==> src/verilog/irq_flag_pkg.sv <==
package irq_flag_pkg;
    localparam int ADDR_W = 4;
    localparam int NUM_FLAG_REGS = 4;
    // register offsets
    localparam logic [3:0] CLOCK_ADC_FLAGS_OFS = 4'h0;
    localparam logic [3:0] ANALOG_EVENT_FLAGS_OFS = 4'h1;
    localparam logic [3:0] SERIAL_COMM_FLAGS_OFS = 4'h2;
    localparam logic [3:0] TIMER_EVENT_FLAGS_OFS = 4'h3;
    localparam logic [3:0] ENABLE_BASE_OFS = 4'h4;
    localparam logic [3:0] IRQ_CONTROL_OFS = 4'h8;
    localparam logic [3:0] TX_SHIFT_STATUS_OFS = 4'h9;
    // bit positions
    localparam int OSC_FAILSAFE_BIT = 7;
    localparam int CLOCK_SWITCH_BIT = 6;
    localparam int CONVERSION_DONE_BIT = 0;
    localparam int ZERO_CROSS_BIT = 6;
    localparam int COMPARATOR_TWO_BIT = 1;
    localparam int COMPARATOR_ONE_BIT = 0;
    localparam int UART_TWO_RX_BIT = 7;
    localparam int UART_TWO_TX_BIT = 6;
    localparam int UART_ONE_RX_BIT = 5;
    localparam int UART_ONE_TX_BIT = 4;
    localparam int SYNC_TWO_COLLISION_BIT = 3;
    localparam int SYNC_TWO_DONE_BIT = 2;
    localparam int SYNC_ONE_COLLISION_BIT = 1;
    localparam int SYNC_ONE_DONE_BIT = 0;
    localparam int TIMER_TWO_EVENT_BIT = 1;
    localparam int TIMER_ONE_OVERFLOW_BIT = 0;
    localparam int GLOBAL_IRQ_ENABLE_BIT = 7;
    localparam int PERIPHERAL_IRQ_ENABLE_BIT = 6;
    localparam int UART_TWO_SHIFT_EMPTY_BIT = 1;
    localparam int UART_ONE_SHIFT_EMPTY_BIT = 0;
    // writable, hardware-set bits of each flag register
    localparam logic [3:0][7:0] STICKY_MASK = {8'h03, 8'h0F, 8'h43, 8'hC1};
    // bits that exist at all (sticky plus read-only levels)
    localparam logic [3:0][7:0] IMPL_MASK = {8'h03, 8'hFF, 8'h43, 8'hC1};
    localparam logic [7:0] IRQ_CONTROL_MASK = 8'hC0;
    localparam logic [7:0] FLAG_RESET = 8'h00;
    localparam logic [7:0] ENABLE_RESET = 8'h00;
    localparam logic [7:0] CONTROL_RESET = 8'h00;

    typedef struct packed {
        logic [3:0][7:0] flag;
        logic [3:0][7:0] enable;
        logic [7:0] control;
        logic [7:0] rdata;
        logic irq_req;
    } flag_bank_s;
endpackage : irq_flag_pkg

==> src/verilog/peripheral_irq_flag_bank.sv <==
`timescale 1ns/10ps
module peripheral_irq_flag_bank
    import irq_flag_pkg::*;
(
    input wire logic clk,
    input wire logic rstn,
    input wire logic [ADDR_W-1:0] addr,
    input wire logic [7:0] wdata,
    input wire logic wr,
    input wire logic rd,
    output logic [7:0] rdata,
    input wire logic osc_failsafe_event,
    input wire logic clock_switch_ready,
    input wire logic conversion_done,
    input wire logic zero_cross_event,
    input wire logic comparator_two_event,
    input wire logic comparator_one_event,
    input wire logic uart_two_rx_not_empty,
    input wire logic uart_two_tx_has_space,
    input wire logic uart_one_rx_not_empty,
    input wire logic uart_one_tx_has_space,
    input wire logic uart_two_shift_empty,
    input wire logic uart_one_shift_empty,
    input wire logic sync_two_collision,
    input wire logic sync_two_done,
    input wire logic sync_one_collision,
    input wire logic sync_one_done,
    input wire logic timer_two_event,
    input wire logic timer_one_overflow,
    output logic periph_irq_req
);

    flag_bank_s st_ff;
    flag_bank_s nxt_st;
    logic [3:0][7:0] set_evt;
    logic [3:0][7:0] flag_view;
    logic [7:0] tx_shift_view;
    logic [7:0] rd_mux;
    logic irq_any;

    // hardware set requests, one byte per flag register
    always_comb
    begin
        set_evt = '0;
        set_evt[0][OSC_FAILSAFE_BIT] = osc_failsafe_event;
        set_evt[0][CLOCK_SWITCH_BIT] = clock_switch_ready;
        set_evt[0][CONVERSION_DONE_BIT] = conversion_done;
        set_evt[1][ZERO_CROSS_BIT] = zero_cross_event;
        set_evt[1][COMPARATOR_TWO_BIT] = comparator_two_event;
        set_evt[1][COMPARATOR_ONE_BIT] = comparator_one_event;
        set_evt[2][SYNC_TWO_COLLISION_BIT] = sync_two_collision;
        set_evt[2][SYNC_ONE_COLLISION_BIT] = sync_one_collision;
        set_evt[2][SYNC_TWO_DONE_BIT] = sync_two_done;
        set_evt[2][SYNC_ONE_DONE_BIT] = sync_one_done;
        set_evt[3][TIMER_TWO_EVENT_BIT] = timer_two_event;
        set_evt[3][TIMER_ONE_OVERFLOW_BIT] = timer_one_overflow;
    end

    // uart levels are not stored: they follow the buffers, so only the uart
    // itself can clear them by draining or filling its buffer
    always_comb
    begin
        flag_view = st_ff.flag;
        flag_view[2][UART_TWO_RX_BIT] = uart_two_rx_not_empty;
        flag_view[2][UART_ONE_RX_BIT] = uart_one_rx_not_empty;
        flag_view[2][UART_TWO_TX_BIT] = uart_two_tx_has_space;
        flag_view[2][UART_ONE_TX_BIT] = uart_one_tx_has_space;
        tx_shift_view = '0;
        tx_shift_view[UART_TWO_SHIFT_EMPTY_BIT] = uart_two_shift_empty;
        tx_shift_view[UART_ONE_SHIFT_EMPTY_BIT] = uart_one_shift_empty;
    end

    always_comb
    begin
        rd_mux = 8'h00;
        for (int i = 0; i < NUM_FLAG_REGS; i++)
        begin
            if (addr == CLOCK_ADC_FLAGS_OFS + 4'(i))
            begin
                rd_mux = flag_view[i] & IMPL_MASK[i];
            end
            if (addr == ENABLE_BASE_OFS + 4'(i))
            begin
                rd_mux = st_ff.enable[i] & IMPL_MASK[i];
            end
        end
        if (addr == IRQ_CONTROL_OFS)
        begin
            rd_mux = st_ff.control;
        end
        if (addr == TX_SHIFT_STATUS_OFS)
        begin
            rd_mux = tx_shift_view;
        end
    end

    always_comb
    begin
        irq_any = 1'b0;
        for (int i = 0; i < NUM_FLAG_REGS; i++)
        begin
            irq_any = irq_any | (|(flag_view[i] & st_ff.enable[i] & IMPL_MASK[i]));
        end
    end

    always_comb
    begin
        nxt_st = st_ff;
        for (int i = 0; i < NUM_FLAG_REGS; i++)
        begin
            if (wr && addr == CLOCK_ADC_FLAGS_OFS + 4'(i))
            begin
                nxt_st.flag[i] = wdata & STICKY_MASK[i];
            end
            if (wr && addr == ENABLE_BASE_OFS + 4'(i))
            begin
                nxt_st.enable[i] = wdata & IMPL_MASK[i];
            end
            // or-ing after the write lets a set survive a same-cycle clear
            nxt_st.flag[i] = nxt_st.flag[i] | (set_evt[i] & STICKY_MASK[i]);
        end
        if (wr && addr == IRQ_CONTROL_OFS)
        begin
            nxt_st.control = wdata & IRQ_CONTROL_MASK;
        end
        // data only in the cycle after the read strobe, zero otherwise
        nxt_st.rdata = rd ? rd_mux : 8'h00;
        nxt_st.irq_req = irq_any && st_ff.control[PERIPHERAL_IRQ_ENABLE_BIT]
            && st_ff.control[GLOBAL_IRQ_ENABLE_BIT];
    end

    always_ff @(posedge clk)
    begin
        if (!rstn)
        begin
            st_ff.flag <= {NUM_FLAG_REGS{FLAG_RESET}};
            st_ff.enable <= {NUM_FLAG_REGS{ENABLE_RESET}};
            st_ff.control <= CONTROL_RESET;
            st_ff.rdata <= 8'h00;
            st_ff.irq_req <= 1'b0;
        end
        else
        begin
            st_ff <= nxt_st;
        end
    end

    assign rdata = st_ff.rdata;
    assign periph_irq_req = st_ff.irq_req;
endmodule : peripheral_irq_flag_bank

==> config.mk <==
export PLATFORM = sky130hd
export DESIGN_NAME = peripheral_irq_flag_bank
export DESIGN_NICKNAME = d
export VERILOG_FILES = /design/src/verilog/irq_flag_pkg.sv /design/src/verilog/peripheral_irq_flag_bank.sv
export SDC_FILE = /design/constraint.sdc
export NUM_CORES = 1
export LEC_CHECK = 0
export ABC_AREA = 1
export BUFFER_PORTS_ARGS = -buffer_cell sky130_fd_sc_hd__buf_2
export CAP_MARGIN = 15
export CORE_UTILIZATION = 36
export CTS_CLUSTER_DIAMETER = 100
export DETAILED_ROUTE_END_ITERATION = 16
export PLACE_DENSITY_LB_ADDON = 0.08
export SLEW_MARGIN = 20
export SYNTH_ARGS = -nofsm -noshare
export SYNTH_HDL_FRONTEND = slang
export SYNTH_SLANG_ARGS = --single-unit
==> constraint.sdc <==
create_clock -name clk -period 1.81 [get_ports clk]
set_clock_uncertainty 0.15 [all_clocks]
set_input_delay 0.0905 -clock clk [delete_from_list [all_inputs] [get_ports clk]]
set_output_delay 0.0905 -clock clk [all_outputs]
set_load 0.05 [all_outputs]
# --- Word level (Yosys, flattened, before mapping) ---
# Cells that the tools add are included.
totals:
  reg_bits: 59
  inputBits: 34
  output_inout_bits: 9
  word_cells: 66
op_classes:
  n_eq_ne: 9
  mux: 14
  n_bitwise: 13
  reduce_logical: 18
op_table:
  columns: ["op", "count"]
  rows:
  - ["two-way mux 8 bit", 13]
  - ["bitwise AND 8 bit", 2]
  - ["== test 4 x 3 -> 1 bit, second input constant", 4]
  - ["logical AND 1 bit", 11]
  - ["OR reduction 3 bit", 3]
  - ["== test 4 x 2 -> 1 bit, second input constant", 2]
  - ["== test 4 bit, second input constant", 2]
  - ["bitwise OR 8 x 2 -> 8 bit", 1]
  - ["bitwise OR 8 x 4 -> 8 bit", 1]
  - ["bitwise OR 8 x 7 -> 8 bit", 1]
  - ["bitwise OR 8 bit", 1]
  - ["OR reduction 8 bit", 1]
  - ["bitwise AND 7 bit", 1]
  - ["== test 4 x 1 -> 1 bit, second input constant", 1]
  - ["logical NOT 4 bit", 1]
  - ["bitwise OR 1 bit", 3]
  - ["bitwise AND 2 bit", 1]
  - ["two-way mux 2 bit", 1]
  - ["inverter 1 bit", 2]
  - ["AND reduction 2 bit", 1]
  - ["OR reduction 2 bit", 1]

# --- Depth between registers and ports, before layout ---
# Gate-level depths: netlist of run 1.
logic_depth:
  ltp_word: 11
  depth_mapped: 10
  ltp_nobuf: 10

# --- Worst setup path before layout of run 1 ---
# OpenSTA, ideal clock, no wires.
synth_timing:
  kind: "in2reg"
  start: "input port addr[3]"
  end: "register st_ff, in the netlist flag_view[16]"
  setup_time_ps: 113
  arrival_ps: 877
  t_required_ps: 1547
  path_slack_ps: 669
  cell_stages: 8
  path_buffers: 0
  path_cell_list: "nor2_4 > inv_2 > nor3_4 > nand2_4 > nand2_1 > o21ai_1 > o21ai_1 > inv_1"
synth_via:
  elab_chain_len: 4
synth_rtl:
  columns: ["item", "line", "rtl"]
  rows:
  - ["from (decl)", "peripheral_irq_flag_bank.sv:7", "input wire logic [ADDR_W-1:0] addr,"]
  - ["== test 4 x 2 -> 1 bit", "peripheral_irq_flag_bank.sv:111", "if (wr && addr == CLOCK_ADC_FLAGS_OFS + 4'(i))"]
  - ["logical AND 1 bit", "peripheral_irq_flag_bank.sv:111", null]
  - ["two-way mux 8 bit", "peripheral_irq_flag_bank.sv:111", null]
  - ["bitwise OR 8 x 4 -> 8 bit", "peripheral_irq_flag_bank.sv:120", "nxt_st.flag[i] = nxt_st.flag[i] | (set_evt[i] & STICKY_MASK[i]);"]
  - ["to (signal assigned)", "peripheral_irq_flag_bank.sv:144", "st_ff <= nxt_st;"]
  - ["to (decl)", "peripheral_irq_flag_bank.sv:33", "flag_bank_s st_ff;"]
# No other way between the ends.
# A chain may end at the register's enable or synchronous reset.

# --- Final worst setup path of run 1 ---
layout_timing:
  start: "register st_ff, in the netlist flag_view[17]"
  end: "register rdata[1] (netlist name)"
layout_via:
  elab_chain_len: 6
layout_rtl:
  columns: ["item", "line", "rtl"]
  rows:
  - ["two-way mux 8 bit", "peripheral_irq_flag_bank.sv:78", "if (addr == CLOCK_ADC_FLAGS_OFS + 4'(i))"]
  - ["two-way mux 8 bit", "peripheral_irq_flag_bank.sv:82", "if (addr == ENABLE_BASE_OFS + 4'(i))"]
  - ["two-way mux 8 bit", "peripheral_irq_flag_bank.sv:78", null]
  - ["two-way mux 8 bit", "peripheral_irq_flag_bank.sv:82", null]
  - ["two-way mux 8 bit", "peripheral_irq_flag_bank.sv:87", "if (addr == IRQ_CONTROL_OFS)"]
  - ["two-way mux 2 bit", "peripheral_irq_flag_bank.sv:91", "if (addr == TX_SHIFT_STATUS_OFS)"]
# No other way between the ends.

==> results of run 1 <==
==> sequential cells by signal (all words and copies together) (netlist names) <==
name / cells
rdata: 8
st_ff: 18
flag_view: 12
periph_irq_req: 1
==> how the worst min path moves through the flow <==
stage,slack [ns],from,cells after the start,endpoint
floorplan,0.05,sync_one_done,2,flag_view[16]$_SDFF_PN0_
global placement,0.15,sync_two_done,3,flag_view[18]$_SDFF_PN0_
detailed placement,0.15,sync_two_done,3,flag_view[18]$_SDFF_PN0_
CTS,0.06,addr[0],4,rdata[2]$_SDFF_PP0_
global route,0.1,uart_two_tx_has_space,5,rdata[6]$_SDFF_PP0_
finish,0.07,addr[0],4,rdata[2]$_SDFF_PP0_
==> cell usage after synthesis <==
cell | number | share of area
sky130_fd_sc_hd__a21boi_1 | 1 | 0.0039
sky130_fd_sc_hd__a21oi_1 | 26 | 0.067
sky130_fd_sc_hd__a22o_1 | 2 | 0.0091
sky130_fd_sc_hd__buf_2 | 2 | 0.0052
sky130_fd_sc_hd__buf_4 | 9 | 0.035
sky130_fd_sc_hd__clkbuf_1 | 3 | 0.0058
sky130_fd_sc_hd__dfxtp_1 | 39 | 0.40
sky130_fd_sc_hd__inv_1 | 46 | 0.089
sky130_fd_sc_hd__inv_2 | 3 | 0.0058
sky130_fd_sc_hd__nand2_1 | 70 | 0.14
sky130_fd_sc_hd__nand2_2 | 1 | 0.0032
sky130_fd_sc_hd__nand2_4 | 1 | 0.0058
sky130_fd_sc_hd__nand3_1 | 17 | 0.044
sky130_fd_sc_hd__nand4_1 | 1 | 0.0032
sky130_fd_sc_hd__nor2_1 | 14 | 0.027
sky130_fd_sc_hd__nor2_2 | 1 | 0.0032
sky130_fd_sc_hd__nor2_4 | 2 | 0.012
sky130_fd_sc_hd__nor3_1 | 2 | 0.0052
sky130_fd_sc_hd__nor3_4 | 1 | 0.0084
sky130_fd_sc_hd__nor4_1 | 1 | 0.0032
sky130_fd_sc_hd__o2111ai_1 | 1 | 0.0045
sky130_fd_sc_hd__o211ai_1 | 1 | 0.0039
sky130_fd_sc_hd__o21ai_0 | 32 | 0.083
sky130_fd_sc_hd__o21ai_1 | 10 | 0.026
sky130_fd_sc_hd__o21bai_1 | 1 | 0.0039
sky130_fd_sc_hd__o22ai_1 | 1 | 0.0032
==> stage by stage <==
stage / cells / util
finish: 422 / 0.493
global route: 422 / 0.493
CTS: 422 / 0.493
detailed placement: 388 / 0.420
global placement: 388 / 0.420
floorplan: 288 / -
==> kinds of logic (layout without fill, tap and decap cells) <==
kind of cell,Yosys count,after routing
AND/OR/NAND/NOR,111,111
AO/OA/AOI/OAI,75,75
flip-flops,39,39
buffers and inverters,63,127
==> layout by cell type (no fill, tap or decap), drive strengths merged, types with 6 or more instances in the layout <==
cell type,count
nand2,72
inv,49
buf,44
o21ai,42
dfxtp,39
a21oi,26
dlygate4sd3,26
nand3,17
nor2,17
clkbuf,6
==> worst max-delay path, cell delays in order, from the launching register on <==
cell                            delay (ns)
sky130_fd_sc_hd__dfxtp_1              0.35
sky130_fd_sc_hd__nand3_1              0.11
sky130_fd_sc_hd__nand3_1              0.10
sky130_fd_sc_hd__o21bai_1             0.13
sky130_fd_sc_hd__nand2_1              0.07
sky130_fd_sc_hd__nand2_1              0.08
sky130_fd_sc_hd__a21oi_1              0.06
sky130_fd_sc_hd__dlygate4sd3_1        0.54
==> final cells by class <==
class,instances,area [um2]
tap,70,87.6
inverter,49,184
multi-input combinational,186,881
clock buffer,6,82.6
fill,573,2600
sequential,39,781
clock inverter,2,35.0
timing repair buffer,70,485
==> power by group through the flow <==
stage | logic [mW] | registers [mW] | clock network [mW]
finish | 0.246 | 0.909 | 0.765
global route | 0.278 | 0.913 | 0.820
CTS | 0.246 | 0.909 | 0.783
detailed placement | 0.203 | 0.929 | 0
global placement | 0.203 | 0.930 | 0
floorplan | 0.122 | 0.922 | 0
==> per-layer routing <==
layer | global-route usage | vias up | wire, um
met5 | 0 | - | 0
met4 | 0.0617 | 0 | 51
met3 | 0.0384 | 4 | 222
met2 | 0.339 | 48 | 2380
met1 | 0.287 | 864 | 2740
li1 | - | 1035 | -
==> what timing repair did <==
action / in CTS / in global routing
endpoints found under the hold margin: 29 / 0
endpoints found under the setup margin: 0 / 0
hold buffers: 26 / 0
==> impl_metrics.ini, run 1 <==
[run_status]
run_status = finished, final reports clean

[yosys]
seq_area_frac_synth = 0.404
synth-warning-count = 0
synth_mux_area_frac = 0
synthDistinctLibCells = 26
synthesis.area_per_instance_um2 = 6.72
postSynthRegisterBits = 39
post_synth_inst_count = 288
synth-xor-area-share = 0
nets_in_the_synthesized_netlist = 322
synth_area_in_compound_gates = 0.204
netlist_area_mm2 = 0.00193
synth_top_family_by_area = simple AND/OR/NAND/NOR gates
synth_adder_area_share = 0
synth-simple-area-share = 0.251

[detailed_routing]
route.antenna.remaining_nets = 0
total_drc_errors_in_the_routed_layout = 0
viasPerCell = 4.62
totalWireLength_um = 5390
drt_iter0_drc = 73
drt_first_pass_iters = 4
wl_per_cell_um = 12.8
vias = 1951

[clock_network]
cts-resized-gates = 0
post-cts-setup-buffers = 0
cts_sinks = 39
cts_buffer_depth = 2
clkSlewWorstSetupHoldPaths_ns = 0.08
clock_latency_ns = 0.29
tritoncts = done
ctsRootBufferMaster = sky130_fd_sc_hd__clkbuf_8
cts_htree_levels = 2
cts_buf_count = 5

[power]
max-vdd-ir-drop_mv = 0.392
power.internal_mw = 1.44
clockPowerShare = 0.398
power.total_mw = 1.92
total_switching_power_uw = 477
powerDensity_mw_per_mm2 = 757
sw_frac_of_total = 0.248
seq_power_share = 0.474
power.leakage_nw = 1.18
comb_power_share = 0.128

[global_route]
initial_antenna_violation_count = 0
grt.total_usage = 0.210
grt_remaining_overflow = 0
grt_start_max_net_pins = 27
grt_first_pass_wirelength_um = 8710
first_global_vias = 1860

[final_layout]
area.growth.synth_to_final_pct = 31.1
post-route-cell-area_mm2 = 0.00254
drive_above_1_share = 0.173
num_antenna_cells = 0
finish.net_count = 385

[placement]
place_area_mm2 = 0.00216
gp_congestion = 0.894
place_hpwl_um = 3870
dp_slack_ns = 0.254
portBuffers = 42

[floorplan]
initial_utilization = 0.376
rows = 26
top_level_ports = 43
die-width_um = 75.3
die_h_um = 75.3
die-area_mm2 = 0.00567
core_area_mm2 = 0.00514

[timing]
finalSetupViolCount = 0
layout_min_cycle_time_ns = 1.69
layout_worst_path_cycle_share = 0.933
slew_headroom = 0.682
final_critical_path_setup_slack_ns = 0.122
finalHoldViolCount = 0
max_clock_freq_mhz = 592
tightestPinTransition_ns = 0.476
setup_total_negative_slack_ns = 0
report.final.slew_viol_count = 0
whs_ns = 0.0655
rsz0062_at_grt = false

[worst_setup_path]
cp_data_required_time_ns = 1.85
crit_path_end_kind = flip-flop
crit-reg2reg-capture = rdata[1]$_SDFF_PN0_
worst-endpoint-arrival_ns = 1.73
r2r_depth = 7
criticalPathCategory = reg -> reg
timing.rr.start = flag_view[17]$_SDFF_PN0_
reg2reg_slack_ns = 0.12
worst_setup_path_endpoint = rdata[1]$_SDFF_PN0_
worst_setup_path_startpoint = flag_view[17]$_SDFF_PN0_
critical_path.startpoint_type = flip-flop
cp_max_fo = 3

[run]
cap_viol_max_count = 0

[min_path]
min_path_type = in -> reg
No activity file was read; power rests on OpenSTA's default activity.
==> run 2, diff against run 1 <==
--- a/config.mk
+++ b/config.mk
@@ -11,7 +11,7 @@
 export CORE_UTILIZATION = 36
 export CTS_CLUSTER_DIAMETER = 100
 export DETAILED_ROUTE_END_ITERATION = 16
-export PLACE_DENSITY_LB_ADDON = 0.08
+export PLACE_DENSITY_LB_ADDON = 0.15
 export SLEW_MARGIN = 20
 export SYNTH_ARGS = -nofsm -noshare
 export SYNTH_HDL_FRONTEND = slang
==> constraint.sdc (replaced) <==
create_clock -name clk -period 1.9 [get_ports clk]
set_clock_uncertainty 0.15 [all_clocks]
set_input_delay 0.095 -clock clk [delete_from_list [all_inputs] [get_ports clk]]
set_output_delay 0.095 -clock clk [all_outputs]
set_load 0.05 [all_outputs]
==> run 2 against run 1 <==
Against the previous run: final area down 1.4%; hold slack worse by 0.045 ns; fmax up 2.6%; utilization down 0.71 points; non-clock buffer count down 1; sequential share of layout area up 0.45 points; wire length down 4.7%; clock-buffer cell count down 1; via count down 1.3%; cell count down 0.24%.
==> impl_metrics.ini, run 2 (synthesis results as in run 1) <==
[final_layout]
max_ffs_per_register = 18
top_register_by_number_of_flip_flops = st_ff
multiInputGateArea_um2 = 881
final-seq-area_um2 = 781
finish.net_count = 384
num_antenna_cells = 0
mostFrequentLayoutCells = 70 x sky130_fd_sc_hd__nand2_1, 46 x sky130_fd_sc_hd__inv_1, 42 x sky130_fd_sc_hd__buf_2, 39 x sky130_fd_sc_hd__dfxtp_1, 32 x sky130_fd_sc_hd__o21ai_0
post-route-cell-area_mm2 = 0.00250
layout_commonest_cell = sky130_fd_sc_hd__nand2_1
area.growth.synth_to_final_pct = 29.2
drive_above_1_share = 0.171
fillerInstances = 585

[detailed_routing]
met2RoutedLength_um = 2430
wl_met1_um = 2390
drt_first_pass_iters = 4
route.antenna.remaining_nets = 0
route.met3.wl_um = 258
vias = 1925
wl_per_cell_um = 12.2
viasPerCell = 4.57
totalWireLength_um = 5140
total_drc_errors_in_the_routed_layout = 0
topRoutingLayerUsed = met4
drt_iter0_drc = 106

[worst_setup_path]
cp_data_required_time_ns = 1.94
criticalPathCategory = reg -> reg
critical_path.startpoint_type = flip-flop
cp_max_fo = 3
crit_path_end_kind = flip-flop
r2r_depth = 7
worst-endpoint-arrival_ns = 1.68

[clock_network]
ctsRootBufferMaster = sky130_fd_sc_hd__clkbuf_8
clock_latency_ns = 0.30
post-cts-setup-buffers = 0
cts_buffer_depth = 2
cts_htree_levels = 2
tritoncts = done
cts-resized-gates = 0
cts_sinks = 39
cts_hold_repair.buffers = 26
cts_buf_count = 5
clkSlewWorstSetupHoldPaths_ns = 0.08

[placement]
place_area_mm2 = 0.00215
portBuffers = 42
gp_congestion = 0.951
place_hpwl_um = 3820

[floorplan]
top_level_ports = 43
die-width_um = 75.3
rows = 26
initial_utilization = 0.376
die_h_um = 75.3
die-area_mm2 = 0.00567
core_area_mm2 = 0.00514

[timing]
setup_total_negative_slack_ns = 0
max_clock_freq_mhz = 608
finalSetupViolCount = 0
whs_ns = 0.0202
layout_worst_path_cycle_share = 0.866
report.final.slew_viol_count = 0
slew_headroom = 0.704
finalHoldViolCount = 0
layout_min_cycle_time_ns = 1.65
tightestPinTransition_ns = 0.442
rsz0062_at_grt = false

[min_path]
worst_hold_path.num_cells = 3
min_path_type = in -> reg

[global_route]
grt_first_pass_wirelength_um = 8310
grt_start_max_net_pins = 16
grt_remaining_overflow = 0
initial_antenna_violation_count = 0
first_global_vias = 1759
grt.total_usage = 0.203

[power]
max-vdd-ir-drop_mv = 0.335
power.leakage_nw = 1.16
power.total_mw = 1.67
powerDensity_mw_per_mm2 = 670

[run]
cap_viol_max_count = 0

[run_status]
run_status = finished, final reports clean
[run 2: where the power goes]
group,switching [mW],internal (mW)
clock network,0.322,0.256
logic,0.129,0.102
registers,0.0199,0.846
[run 2: area by class of cell]
type / instances / share of cell area
multi-input combinational: 186 / 0.352
sequential: 39 / 0.312
timing repair buffer: 69 / 0.191
inverter: 49 / 0.0736
tap: 70 / 0.0350
clock buffer: 5 / 0.0275
clock inverter: 3 / 0.00801
[run 2: final timing paths]
kind / endpoint / slack (ns) / start
min reg2reg: st_ff[24]$_SDFFE_PN0P_ / 0.32 / st_ff[24]$_SDFFE_PN0P_
max reg2reg: rdata[1]$_SDFF_PN0_ / 0.25 / flag_view[17]$_SDFF_PN0_
min: flag_view[7]$_SDFF_PN0_ / 0.02 / rstn
max: rdata[1]$_SDFF_PN0_ / 0.25 / flag_view[17]$_SDFF_PN0_
[run 2: metal layers]
| layer | up-vias | GRT usage |
|---|---|---|
| met4 | 0 | 0.0617 |
| met3 | 7 | 0.0437 |
| met5 | - | 0 |
| met2 | 45 | 0.327 |
| li1 | 1036 | - |
| met1 | 837 | 0.272 |
[run 2: worst max-delay path, stage by stage (launching register included)]
cell and delay, ns:
sky130_fd_sc_hd__dfxtp_1 0.35, sky130_fd_sc_hd__nand3_1 0.10, sky130_fd_sc_hd__nand3_1 0.08, sky130_fd_sc_hd__o21bai_1 0.13, sky130_fd_sc_hd__nand2_1 0.06, sky130_fd_sc_hd__nand2_1 0.07
sky130_fd_sc_hd__a21oi_1 0.06, sky130_fd_sc_hd__dlygate4sd3_1 0.54
[run 2: stage by stage]
| stage | setup WS [ns] | std cells | utilization |
|---|---|---|---|
| 6_report | 0.254 | 421 | 0.486 |
| 3_3_place_gp | 0.399 | 387 | 0.418 |
| 3_5_place_dp | 0.386 | 387 | 0.418 |
| 2_1_floorplan | 0.755 | 288 | - |
| 5_1_grt | 0.165 | 421 | 0.486 |
| 4_1_cts | 0.264 | 421 | 0.486 |
